**src/design/wot_cfg.svh**
```systemverilog
// register map, field positions, reset values and count settings of the one-shot timer
`ifndef WOT_CFG_SVH
`define WOT_CFG_SVH

`define WOT_CNT_W        8
`define WOT_ADDR_W       12

`define WOT_OFF_MODE     12'h000
`define WOT_OFF_OUTCTL   12'h004
`define WOT_OFF_TRIG     12'h008
`define WOT_OFF_SRC      12'h00C
`define WOT_OFF_PRESC    12'h010
`define WOT_OFF_PRIM     12'h014
`define WOT_OFF_SEC      12'h018
`define WOT_OFF_STATUS   12'h01C

`define WOT_IDX_MODE     3'h0
`define WOT_IDX_OUTCTL   3'h1
`define WOT_IDX_TRIG     3'h2
`define WOT_IDX_SRC      3'h3
`define WOT_IDX_PRESC    3'h4
`define WOT_IDX_PRIM     3'h5
`define WOT_IDX_SEC      3'h6
`define WOT_IDX_STATUS   3'h7

`define WOT_MODE_RUN     0
`define WOT_MODE_OPM_LO  4
`define WOT_MODE_OPM_HI  5
`define WOT_OUT_ONESHOT  0
`define WOT_OUT_LEVEL    1
`define WOT_TRIG_PINEN   0
`define WOT_TRIG_POL     1
`define WOT_TRIG_EXTEN   2
`define WOT_TRIG_BOTH    3

`define WOT_RST_RELOAD   8'hFF
`define WOT_RST_PULSE    1'b1
`define WOT_RST_OPMODE   2'h3

`define WOT_SRC_F1       2'h0
`define WOT_SRC_F2       2'h1
`define WOT_SRC_F8       2'h2
`define WOT_SRC_NEIGH    2'h3
`define WOT_DIV_LAST     3'h7

`endif

```
**src/design/wot_pkg.sv**
```systemverilog
// types shared by the one-shot timer modules
`include "wot_cfg.svh"
package wot_pkg;
    typedef enum logic [1:0] {
        WOT_PH_IDLE  = 2'b00,
        WOT_PH_WAIT  = 2'b01,
        WOT_PH_PULSE = 2'b10
    } wot_phase_e;

    typedef struct packed {
        logic                   psel;
        logic                   penable;
        logic                   pwrite;
        logic [`WOT_ADDR_W-1:0] paddr;
        logic [31:0]            pwdata;
    } wot_apb_req_s;

    typedef struct packed {
        logic        pready;
        logic [31:0] prdata;
        logic        pslverr;
    } wot_apb_rsp_s;

    typedef struct packed {
        wot_phase_e            phase;
        logic                  runReq;
        logic                  runAct;
        logic                  oneShot;
        logic                  levelSel;
        logic                  pinTrigEn;
        logic                  trigPol;
        logic                  extInEn;
        logic                  bothEdge;
        logic [1:0]            srcSel;
        logic [1:0]            opMode;
        logic [`WOT_CNT_W-1:0] preRel;
        logic [`WOT_CNT_W-1:0] primRel;
        logic [`WOT_CNT_W-1:0] secRel;
        logic [`WOT_CNT_W-1:0] secStage;
        logic [`WOT_CNT_W-1:0] preCnt;
        logic [`WOT_CNT_W-1:0] tmrCnt;
        logic                  pulseOut;
        logic                  timerIrq;
        logic                  extIrq;
        wot_apb_rsp_s          rsp;
    } wot_state_s;

    typedef struct packed {
        logic [2:0] cnt;
        logic       tick;
    } wot_div_s;

    typedef struct packed {
        logic meta;
        logic sync;
        logic prev;
    } wot_sync_s;
endpackage

```
**src/design/wot_count_source.sv**
```systemverilog
// count-source selector: divided system clock or neighbour underflow as a one-cycle enable
`timescale 1ns/10ps
`default_nettype none
`include "wot_cfg.svh"
module wot_count_source (
    input  wire logic       clk,
    input  wire logic       rst,
    input  wire logic [1:0] srcSel,
    input  wire logic       neighbourUnderflow,
    output var  logic       tick
);
    import wot_pkg::*;

    wot_div_s div_ff;
    wot_div_s nxt_div;

    always_comb begin
        nxt_div = div_ff;
        nxt_div.cnt = div_ff.cnt + 3'h1;
        unique case (srcSel)
            `WOT_SRC_F1:    nxt_div.tick = 1'b1;
            `WOT_SRC_F2:    nxt_div.tick = div_ff.cnt[0];
            `WOT_SRC_F8:    nxt_div.tick = (div_ff.cnt == `WOT_DIV_LAST);
            `WOT_SRC_NEIGH: nxt_div.tick = neighbourUnderflow;
        endcase
    end

    always_ff @(posedge clk) begin
        if (rst) begin
            div_ff <= '0;
        end else begin
            div_ff <= nxt_div;
        end
    end

    assign tick = div_ff.tick;
endmodule
`default_nettype wire

```
**src/design/wot_pin_sync.sv**
```systemverilog
// trigger pin synchroniser and active-edge detector
`timescale 1ns/10ps
`default_nettype none
module wot_pin_sync (
    input  wire logic clk,
    input  wire logic rst,
    input  wire logic pinIn,
    input  wire logic polarity,
    input  wire logic bothEdge,
    output var  logic edgeSeen
);
    import wot_pkg::*;

    wot_sync_s sy_ff;
    wot_sync_s nxt_sy;

    always_comb begin
        nxt_sy = sy_ff;
        nxt_sy.meta = pinIn;
        nxt_sy.sync = sy_ff.meta;
        nxt_sy.prev = sy_ff.sync;
    end

    always_ff @(posedge clk) begin
        if (rst) begin
            sy_ff <= '0;
        end else begin
            sy_ff <= nxt_sy;
        end
    end

    // polarity 0 picks rising, 1 falling; ignored when both edges are chosen
    always_comb begin
        if (bothEdge) begin
            edgeSeen = sy_ff.sync ^ sy_ff.prev;
        end else if (polarity) begin
            edgeSeen = !sy_ff.sync && sy_ff.prev;
        end else begin
            edgeSeen = sy_ff.sync && !sy_ff.prev;
        end
    end
endmodule
`default_nettype wire

```
**src/design/wot_timer.sv**
```systemverilog
// wait one-shot pulse timer with apb register slave
//
// Contract
// - wait underflow loads secondary, keeps counting
// - pulse underflow reloads primary, clears one-shot bit
// - every stop reloads counters before halting
// - phase lengths are (pre+1)(reload+1) ticks
// - busy pin trigger ignored, pin interrupt still raised
// - stop on end, run clear, one-shot clear
// - timer interrupt with end of pulse
// - trigger enable off leaves pin plain interrupt
// - primary and prescaler reads return counters
// - running writes reach reload only
// - stopped writes load reload and counter
// - level select chooses pulse active level
// - polarity only matters for single edge
// - timer stopped after reset
// - start takes effect at next tick
// - stop takes effect at next tick
// - count source selectable among four
//
// Implementation choices: the register offsets and register access over APB.
`timescale 1ns/10ps
`default_nettype none
`include "wot_cfg.svh"
module wot_timer (
    input  wire logic                  clk,
    input  wire logic                  rst,
    input  wire wot_pkg::wot_apb_req_s apbReq,
    output var  wot_pkg::wot_apb_rsp_s apbRsp,
    input  wire logic                  extTriggerPin,
    input  wire logic                  neighbourUnderflow,
    output var  logic                  pulseOutPin,
    output var  logic                  timerIrq,
    output var  logic                  extIrq
);
    import wot_pkg::*;

    wot_state_s st_ff;
    wot_state_s nxt_st;
    logic       tick;
    logic       trig;
    logic [3:0] dec;
    logic       setup;
    logic       wrEn;
    logic       stop;
    logic       uflow;
    logic [7:0] wData;

    // bit 3 flags a mapped word, bits 2:0 give its index
    function automatic logic [3:0] decodeAddr(input logic [`WOT_ADDR_W-1:0] a);
        case (a)
            `WOT_OFF_MODE:   decodeAddr = {1'b1, `WOT_IDX_MODE};
            `WOT_OFF_OUTCTL: decodeAddr = {1'b1, `WOT_IDX_OUTCTL};
            `WOT_OFF_TRIG:   decodeAddr = {1'b1, `WOT_IDX_TRIG};
            `WOT_OFF_SRC:    decodeAddr = {1'b1, `WOT_IDX_SRC};
            `WOT_OFF_PRESC:  decodeAddr = {1'b1, `WOT_IDX_PRESC};
            `WOT_OFF_PRIM:   decodeAddr = {1'b1, `WOT_IDX_PRIM};
            `WOT_OFF_SEC:    decodeAddr = {1'b1, `WOT_IDX_SEC};
            `WOT_OFF_STATUS: decodeAddr = {1'b1, `WOT_IDX_STATUS};
            default:         decodeAddr = 4'h0;
        endcase
    endfunction

    wot_count_source u_src (
        .clk                (clk),
        .rst                (rst),
        .srcSel             (st_ff.srcSel),
        .neighbourUnderflow (neighbourUnderflow),
        .tick               (tick)
    );

    wot_pin_sync u_pin (
        .clk      (clk),
        .rst      (rst),
        .pinIn    (extTriggerPin),
        .polarity (st_ff.trigPol),
        .bothEdge (st_ff.bothEdge),
        .edgeSeen (trig)
    );

    assign dec   = decodeAddr(apbReq.paddr);
    assign setup = apbReq.psel && !apbReq.penable;
    assign wrEn  = apbReq.psel && apbReq.penable && apbReq.pwrite
                   && st_ff.rsp.pready && dec[3];
    assign wData = apbReq.pwdata[7:0];
    assign uflow = tick && (st_ff.preCnt == '0) && (st_ff.tmrCnt == '0);

    always_comb begin
        nxt_st = st_ff;
        stop = 1'b0;
        nxt_st.timerIrq = 1'b0;
        nxt_st.extIrq = 1'b0;
        nxt_st.rsp = '0;
        // zero-wait slave: answer is registered in the setup cycle
        if (setup) begin
            nxt_st.rsp.pready = 1'b1;
            nxt_st.rsp.pslverr = !dec[3];
            unique case (dec[2:0])
                `WOT_IDX_MODE:   nxt_st.rsp.prdata = {26'h0, st_ff.opMode,
                                                      3'h0, st_ff.runAct};
                `WOT_IDX_OUTCTL: nxt_st.rsp.prdata = {30'h0, st_ff.levelSel, st_ff.oneShot};
                `WOT_IDX_TRIG:   nxt_st.rsp.prdata = {28'h0, st_ff.bothEdge, st_ff.extInEn,
                                                      st_ff.trigPol, st_ff.pinTrigEn};
                `WOT_IDX_SRC:    nxt_st.rsp.prdata = {30'h0, st_ff.srcSel};
                `WOT_IDX_PRESC:  nxt_st.rsp.prdata = {24'h0, st_ff.preCnt};
                `WOT_IDX_PRIM:   nxt_st.rsp.prdata = {24'h0, st_ff.tmrCnt};
                `WOT_IDX_SEC:    nxt_st.rsp.prdata = {24'h0, st_ff.secStage};
                `WOT_IDX_STATUS: nxt_st.rsp.prdata = {28'h0, st_ff.phase,
                                                      st_ff.pulseOut, st_ff.runReq};
            endcase
            if (!dec[3]) begin
                nxt_st.rsp.prdata = '0;
            end
        end
        if (wrEn) begin
            unique case (dec[2:0])
                `WOT_IDX_MODE: begin
                    nxt_st.runReq = apbReq.pwdata[`WOT_MODE_RUN];
                    nxt_st.opMode = apbReq.pwdata[`WOT_MODE_OPM_HI:`WOT_MODE_OPM_LO];
                end
                `WOT_IDX_OUTCTL: begin
                    nxt_st.oneShot = apbReq.pwdata[`WOT_OUT_ONESHOT];
                    nxt_st.levelSel = apbReq.pwdata[`WOT_OUT_LEVEL];
                end
                `WOT_IDX_TRIG: begin
                    nxt_st.pinTrigEn = apbReq.pwdata[`WOT_TRIG_PINEN];
                    nxt_st.trigPol = apbReq.pwdata[`WOT_TRIG_POL];
                    nxt_st.extInEn = apbReq.pwdata[`WOT_TRIG_EXTEN];
                    nxt_st.bothEdge = apbReq.pwdata[`WOT_TRIG_BOTH];
                end
                `WOT_IDX_SRC: begin
                    nxt_st.srcSel = apbReq.pwdata[1:0];
                end
                `WOT_IDX_PRESC: begin
                    nxt_st.preRel = wData;
                    if (!st_ff.runAct) begin
                        nxt_st.preCnt = wData;
                    end
                end
                `WOT_IDX_PRIM: begin
                    // primary write commits the staged secondary value
                    nxt_st.primRel = wData;
                    nxt_st.secRel = st_ff.secStage;
                    if (!st_ff.runAct) begin
                        nxt_st.tmrCnt = wData;
                    end
                end
                `WOT_IDX_SEC: begin
                    nxt_st.secStage = wData;
                    if (!st_ff.runAct) begin
                        nxt_st.secRel = wData;
                    end
                end
                `WOT_IDX_STATUS: begin
                end
            endcase
        end
        // pin events always raise the pin interrupt when the input is enabled
        if (trig && st_ff.extInEn) begin
            nxt_st.extIrq = 1'b1;
            if (st_ff.pinTrigEn && st_ff.runAct && st_ff.phase == WOT_PH_IDLE) begin
                nxt_st.oneShot = 1'b1;
            end
        end
        if (tick && st_ff.runReq != st_ff.runAct) begin
            nxt_st.runAct = st_ff.runReq;
            stop = !st_ff.runReq;
        end else if (tick && st_ff.runAct) begin
            unique case (st_ff.phase)
                WOT_PH_IDLE: begin
                end
                WOT_PH_WAIT, WOT_PH_PULSE: begin
                    if (st_ff.preCnt != '0) begin
                        nxt_st.preCnt = st_ff.preCnt - 1'b1;
                    end else begin
                        nxt_st.preCnt = st_ff.preRel;
                        if (st_ff.tmrCnt != '0) begin
                            nxt_st.tmrCnt = st_ff.tmrCnt - 1'b1;
                        end else if (st_ff.phase == WOT_PH_WAIT) begin
                            nxt_st.tmrCnt = st_ff.secRel;
                            nxt_st.phase = WOT_PH_PULSE;
                        end else begin
                            nxt_st.tmrCnt = st_ff.primRel;
                            nxt_st.phase = WOT_PH_IDLE;
                            nxt_st.oneShot = 1'b0;
                            nxt_st.timerIrq = 1'b1;
                        end
                    end
                end
                default: begin
                    nxt_st.phase = WOT_PH_IDLE;
                end
            endcase
        end
        if (st_ff.phase != WOT_PH_IDLE && !nxt_st.oneShot && !nxt_st.timerIrq) begin
            stop = 1'b1;
        end
        if (stop) begin
            nxt_st.phase = WOT_PH_IDLE;
            nxt_st.oneShot = 1'b0;
            nxt_st.tmrCnt = nxt_st.primRel;
            nxt_st.preCnt = nxt_st.preRel;
        end else if (st_ff.phase == WOT_PH_IDLE && st_ff.runAct && nxt_st.runAct
                     && nxt_st.oneShot) begin
            nxt_st.phase = WOT_PH_WAIT;
            nxt_st.tmrCnt = nxt_st.primRel;
            nxt_st.preCnt = nxt_st.preRel;
        end
        if (nxt_st.phase == WOT_PH_PULSE) begin
            nxt_st.pulseOut = nxt_st.levelSel;
        end else begin
            nxt_st.pulseOut = !nxt_st.levelSel;
        end
    end

    always_ff @(posedge clk) begin
        if (rst) begin
            st_ff <= '0;
            st_ff.opMode <= `WOT_RST_OPMODE;
            st_ff.preRel <= `WOT_RST_RELOAD;
            st_ff.primRel <= `WOT_RST_RELOAD;
            st_ff.secRel <= `WOT_RST_RELOAD;
            st_ff.secStage <= `WOT_RST_RELOAD;
            st_ff.preCnt <= `WOT_RST_RELOAD;
            st_ff.tmrCnt <= `WOT_RST_RELOAD;
            st_ff.pulseOut <= `WOT_RST_PULSE;
        end else begin
            st_ff <= nxt_st;
        end
    end

    assign apbRsp      = st_ff.rsp;
    assign pulseOutPin = st_ff.pulseOut;
    assign timerIrq    = st_ff.timerIrq;
    assign extIrq      = st_ff.extIrq;
endmodule
`default_nettype wire

```
**config.mk**
```make
export PLATFORM = sky130hd
export DESIGN_NAME = wot_timer
export DESIGN_NICKNAME = d
export VERILOG_FILES = /design/src/design/wot_pkg.sv /design/src/design/wot_count_source.sv /design/src/design/wot_pin_sync.sv /design/src/design/wot_timer.sv
export VERILOG_INCLUDE_DIRS = /design/src /design/src/design
export SDC_FILE = /design/constraint.sdc
export NUM_CORES = 1
export LEC_CHECK = 0
export ABC_AREA = 1
export BUFFER_PORTS_ARGS = -buffer_cell sky130_fd_sc_hd__buf_2
export CAP_MARGIN = 30
export CORE_ASPECT_RATIO = 0.8
export CORE_MARGIN = 4
export CORE_UTILIZATION = 55
export CTS_BUF_LIST = sky130_fd_sc_hd__clkbuf_8 sky130_fd_sc_hd__clkbuf_16
export DETAILED_ROUTE_END_ITERATION = 10
export HOLD_SLACK_MARGIN = 0.03
export PLACE_DENSITY_LB_ADDON = 0.25
export SLEW_MARGIN = 0
export SYNTH_ARGS = -nofsm -noshare
export SYNTH_HDL_FRONTEND = slang
export SYNTH_SLANG_ARGS = --single-unit
```
**constraint.sdc**
```tcl
create_clock -name clk -period 3.4 [get_ports clk]
set_input_delay 0.17 -clock clk [delete_from_list [all_inputs] [get_ports clk]]
set_output_delay 0.17 -clock clk [all_outputs]
set_load 0.05 [all_outputs]
```
**Yosys cells after proc, flatten, opt, wreduce, memory -nomap -nowiden**

Memories as Yosys holds them, arrays and structs flattened.
Index checks and enable logic that the tools add are counted.

- Multiplexer cells: 57
- Bitwise operators: 3
- Reductions and logical operators: 42
- Equality and inequality tests: 16
- Add/sub/neg operators: 3

Operator list:

| operator | number |
|---|---|
| $pmux W32 S8 | 1 |
| $mux W8 | 12 |
| $mux W16 | 5 |
| $mux W58 | 1 |
| $mux W34 | 1 |
| $mux W32 | 1 |
| $mux W1 | 21 |
| $mux W2 | 10 |
| $logic_and A1 B1 Y1 | 17 |
| $pmux W8 S2 | 1 |
| $reduce_bool A8 Y1 | 2 |
| $sub A8 B1 Y8 const B | 2 |
| $eq A3 B3 Y1 const B | 5 |
| $eq A2 B2 Y1 const B | 4 |
| $logic_not A1 Y1 | 8 |
| $mux W4 | 2 |
| $reduce_and A2 Y1 | 4 |
| $logic_not A7 Y1 | 1 |
| $eq A3 B2 Y1 const B | 2 |
| $reduce_or A2 Y1 | 3 |
| $eq A2 B1 Y1 const B | 2 |
| $logic_not A2 Y1 | 2 |
| $pmux W1 S4 | 1 |
| $pmux W2 S2 | 1 |
| 10 further kinds | 12 |

- Memories: 1
- Bits in read-only memories: 128
- Logic and storage cells: 150
- Output and inout bits: 37
- Bits in registers: 106

Memory list:

| memory | words | width | rd ports | clocked after memory_dff | write ports | line | RTL |
|---|---|---|---|---|---|---|---|
| (name not given) | 32 | 4 | 1 | 0 | 0 | wot_timer.sv:52 | `case (a)` |

**Depth between registers and ports, before layout**

- Depth after elaboration: 20
- Mapped depth: 15

**Cells and area by module**

Synthesis repeated with hierarchy kept, for this count alone.

- Cell total of the unflattened synthesis: 692
- Area total of the unflattened synthesis: 4778.3 um^2

By module, submodules not included:

| module | times used | area each (um^2) | cells each | seq. area each (um^2) |
|---|---|---|---|---|
| wot_timer | 1 | 4459.3 | 648 | 1501.4 |
| wot_count_source | 1 | 170.2 | 23 | 80.1 |
| wot_pin_sync | 1 | 148.9 | 21 | 60.1 |

**Worst setup path before layout**

OpenSTA, ideal clock, no wires.

- Path kind: register to register
- From: reg st_ff[37] (netlist bit)
- To: reg st_ff[46] (netlist bit)
- Setup slack: 1.459 ns
- Data required time: 3.266 ns
- Setup time: 0.134 ns
- Arrival time: 1.807 ns
- Cell stages (with the launch flop): 13
- Period minus slack after synthesis: 1.941 ns
- Cell sequence: dfxtp_1 -> inv_1 -> ha_1 -> nand2_1 -> nor2_2 -> nand4_4 -> nand2_2 -> nor2_2 -> nor2_8 -> nand2_4 -> buf_6 -> nand2_1 -> nand3_1

- Cells in the longest elaborated chain, start to end: 11

RTL lines:

| what | line | RTL |
|---|---|---|
| start: declaration | wot_timer.sv:39 | `wot_state_s st_ff;` |
| start signal: assignment | wot_timer.sv:229 | `st_ff <= nxt_st;` |
| $reduce_bool A8 Y1 * | wot_timer.sv:178 | `if (st_ff.tmrCnt != '0) begin` |
| $mux W1 | wot_timer.sv:178 |  |
| $mux W1 | wot_timer.sv:174 | `if (st_ff.preCnt != '0) begin` |
| $mux W1 | wot_timer.sv:170 | `unique case (st_ff.phase)` |
| $mux W1 | wot_timer.sv:169 | `end else if (tick && st_ff.runAct) begin` |
| $mux W1 | wot_timer.sv:166 | `if (tick && st_ff.runReq != st_ff.runAct) begin` |
| $logic_not A1 Y1 | wot_timer.sv:196 | `if (st_ff.phase != WOT_PH_IDLE && !nxt_st.oneShot && !nxt_st.timerIrq) begin` |
| $logic_and A1 B1 Y1 (2 in series) | wot_timer.sv:196 |  |
| $mux W1 | wot_timer.sv:196 |  |
| $mux W16 * | wot_timer.sv:199 | `if (stop) begin` |

Mark *: on every way between the ends. The rest lies on a longest branch, timed or not.
A chain may end at the register's enable or synchronous reset.

**Final worst setup path**

- From: reg st_ff[95] (netlist bit)
- To: reg st_ff[40] (netlist bit)

- Cells in the longest elaborated chain, start to end: 15

RTL lines:

| what | line | RTL |
|---|---|---|
| $logic_and A1 B1 Y1 (2 in series) | wot_timer.sv:162 | `if (st_ff.pinTrigEn && st_ff.runAct && st_ff.phase == WOT_PH_IDLE) begin` |
| $mux W1 | wot_timer.sv:162 |  |
| $mux W1 | wot_timer.sv:160 | `if (trig && st_ff.extInEn) begin` |
| $mux W1 | wot_timer.sv:180 | `end else if (st_ff.phase == WOT_PH_WAIT) begin` |
| $mux W1 | wot_timer.sv:178 |  |
| $mux W1 | wot_timer.sv:174 |  |
| $mux W1 | wot_timer.sv:170 |  |
| $mux W1 | wot_timer.sv:169 |  |
| $mux W1 | wot_timer.sv:166 |  |
| $logic_not A1 Y1 | wot_timer.sv:196 |  |
| $logic_and A1 B1 Y1 (2 in series) | wot_timer.sv:196 |  |
| $mux W1 | wot_timer.sv:196 |  |
| $mux W16 * | wot_timer.sv:199 |  |

Marked as above.

==> flow_summary.yaml <==
timing:
  setup_viol: 0
  grt_setup_unrepaired: "false"
  slew-limit-headroom: 0.626
  finalHoldViolations: 0
  hold-worst-slack_ns: 0.123
  tightest_slew_ns: 0.559
  fin_skew_ns: 0.00954
  final_max_slew_viol_count: 0
  fmax_mhz: 375
  setup_total_negative_slack_ns: 0
  fin_crit_sh: 0.785
  period_needed_ns: 2.67
power:
  clkPwrFrac: 0.403
  pwr_density_cell_nw_per_um2: 380
  p_seq_frac: 0.502
  intPower_uw: 1440
  irDropWorstVdd_v: 0.000297
  power.switching_fraction: 0.266
  total_power_uw: 1970
  power.net_switching_uw: 523
  comb_power_share: 0.095
  leakage_uw: 0.00249
detailed_routing:
  drcViolationCount: 0
  route.final.wire_length_um: 13500
  routedWlPerCell_um: 16.3
  detailedRoute.firstPassIterationCount: 6
  routed_via_density: 5.77
  dr_total_vias: 4795
  antenna_violating_nets_post_route: 0
  drt_iter0_markers: 455
floorplan:
  floorplan.die.width_um: 113
  core_box_area_sq_um: 8520
  num_rows: 30
  die-area_sq_um: 10400
  initial_utilization: 0.567
  floorplan.die.height_um: 91.8
  io-pin-count: 88
global_routing:
  grt_pass1_wl_um: 22400
  grt-ovfl-total: 0
  groute.usage.overall: 0.271
  antenna_found_initial: 0
  pin_count_of_the_biggest_net_entering_global_routing: 26
  grt_pass1_vias: 4522
setup_path:
  start_kind: "register"
  cell_chain_of_the_critical_path: "inv_2, nor3_2, nand2_1, inv_2, nand4_4, nand2_2, nor2_2, nor2_8, nand2_4, nand2_1, nand3_1"
  critical_path_class: "reg -> reg"
  timing.critical_path.slowest_stage_cell: "dfxtp_1"
  cp_num_buf_inv: 2
  critPathMaxStageDelay_ns: 0.55
  critPathArrivalTime_ns: 2.91
  setup.worst_path.end_class: "register"
  timing.critical_path.fanout_max: 18
  critPathTopFamily: "simple AND/OR/NAND/NOR gates"
  worst_ep_required_time_ns: 3.65
placed_design:
  place.port_buffers: 39
  dp.final_hpwl_um: 9950
  gp_congestion: 0.988
  place.detailed.instances: 812
layout:
  finish.cell_count_without_fillers: 831
  antennaDiodeCount: 0
  drive_above_1_share: 0.140
  area_growth_syn_to_layout_pct: 7.18
  final_net_count: 776
clock_tree:
  cts-htree-levels: 3
  post_cts.resized_instances: 0
  clk-insertion-delay-late_ns: 0.37
  cts.clk_slew.worst_paths_ns: 0.09
  clock-root-buffer: "clkbuf_8"
  postCtsHoldBufs: 4
  cts-root-to-sink-buffers: 2
  post_cts.repair.setup_buffers: 0
  cts_tree: "yes"
  cts_made_buffers: 9
  tritoncts_num_sinks: 82
synthesis:
  ys.flop_type: "dfxtp_1"
  yosysSeqAreaShare: 0.340
  number_of_enable_flip_flop_cells_after_synthesis: 0
  synth_cell_type_count: 44
  synthesized_area_sq_um: 4830
  syn_inst: 690
  postSynthRegisterBits: 82
  yosysWarnings: 0
  synth.avg_cell_area_sq_um: 7.00
  synth-async-reset-ratio: 0
outcome:
  run_status: "finished clean"
min_path:
  timing.hold.worst.class: "in -> reg"
job:
  number_of_maximum_capacitance_violations: 0
==> cell usage in the layout, fill, tap and decap left out, drive strengths merged, types with 2 or more instances in the layout <==
cell,n
conb,24
clkbuf,10
o22ai,2
o21a,5
nand4,27
nor3,6
or2,13
dfxtp,82
o31ai,2
xnor2,2
nor2,75
nand3,66
o21ai,39
buf,42
o221ai,2
a31oi,7
dlygate4sd3,4
bufinv,2
o311ai,2
inv,81
clkinv,2
ha,10
nand2,155
a21oi,21
o211ai,29
==> per-stage QoR <==
step | setup slack (ns) | instance area (sq um) | util
floorplan | 1.46 | 4920 | -
global placement | 0.854 | 4890 | 0.574
detailed placement | 0.836 | 4920 | 0.577
CTS | 0.813 | 5180 | 0.607
global route | 0.528 | 5180 | 0.607
finish | 0.731 | 5180 | 0.607
==> path summary, 6_finish.rpt <==
path	startpoint	end	slack [ns]	depth (start not counted)
hold reg to reg	u_pin.nxt_sy[1]$_SDFF_PP0_	u_pin.nxt_sy[0]$_SDFF_PP0_	0.41	2
setup reg to reg	st_ff[95]$_SDFF_PP0_	st_ff[40]$_SDFF_PP1_	0.73	11
setup / recovery	st_ff[95]$_SDFF_PP0_	st_ff[40]$_SDFF_PP1_	0.73	11
hold / removal	apbReq[3]	st_ff[72]$_SDFF_PP1_	0.12	3
==> tightest hold or removal path: stages <==
cell and delay, ns:
buf_2 0.15, a21oi_1 0.09, nand2_1 0.05
==> kinds of logic after synthesis <==
family                   synth area share
adder cells (fa/ha/maj)            0.0259
AND/OR/NAND/NOR                     0.343
buffers and inverters               0.141
AO/OA/AOI/OAI                       0.144
other                            0.000776
XOR/XNOR                          0.00544
flip-flops                          0.340
==> metal layers <==
metal  global-route usage  wire length [um]  vias to the layer above
met1                0.372              5820                     2233
li1                     -                 -                     2285
met3               0.0633              1330                       24
met5                    0                 0                        -
met2                0.409              6100                      253
met4                0.107               244                        0
==> power by group through the flow <==
stage                     sequential [uW]  clock (uW)  combinational, uW
after global placement               1010           0                172
after detailed placement             1010           0                180
after CTS                             988         802                184
after floorplan                      1010           0                152
after global routing                  990         841                201
final                                 989         793                186
==> synthesized netlist by cell type, drive strengths merged, types with 5 or more instances <==
master / count / area share
o211ai: 29 / 0.045
buf: 46 / 0.071
or2: 13 / 0.017
clkbuf: 9 / 0.0070
nand3: 66 / 0.075
nor2: 75 / 0.077
o21a: 5 / 0.0078
nand4: 27 / 0.038
inv: 80 / 0.062
o21ai: 39 / 0.040
ha: 10 / 0.026
nand2: 155 / 0.12
a21oi: 21 / 0.022
dfxtp: 82 / 0.34
nor3: 6 / 0.0083
a31oi: 7 / 0.0091
==> sequential cells by signal, summed over array words and instances (netlist names) <==
name,cells
u_pin.sy_ff,1
apbRsp,10
st_ff,62
extIrq,1
pulseOutPin,1
u_pin.nxt_sy,2
timerIrq,1
u_src.div_ff,3
u_src.tick,1
==> area by class of cell <==
cell class,count,area (sq um)
Clock buffer,10,138
Clock inverter,5,80.1
Fill cell,802,3340
Inverter,81,304
Multi-Input combinational cell,495,2590
Sequential cell,82,1640
Tap cell,112,140
Timing Repair Buffer,46,278
(Power assumes the default switching activity.)
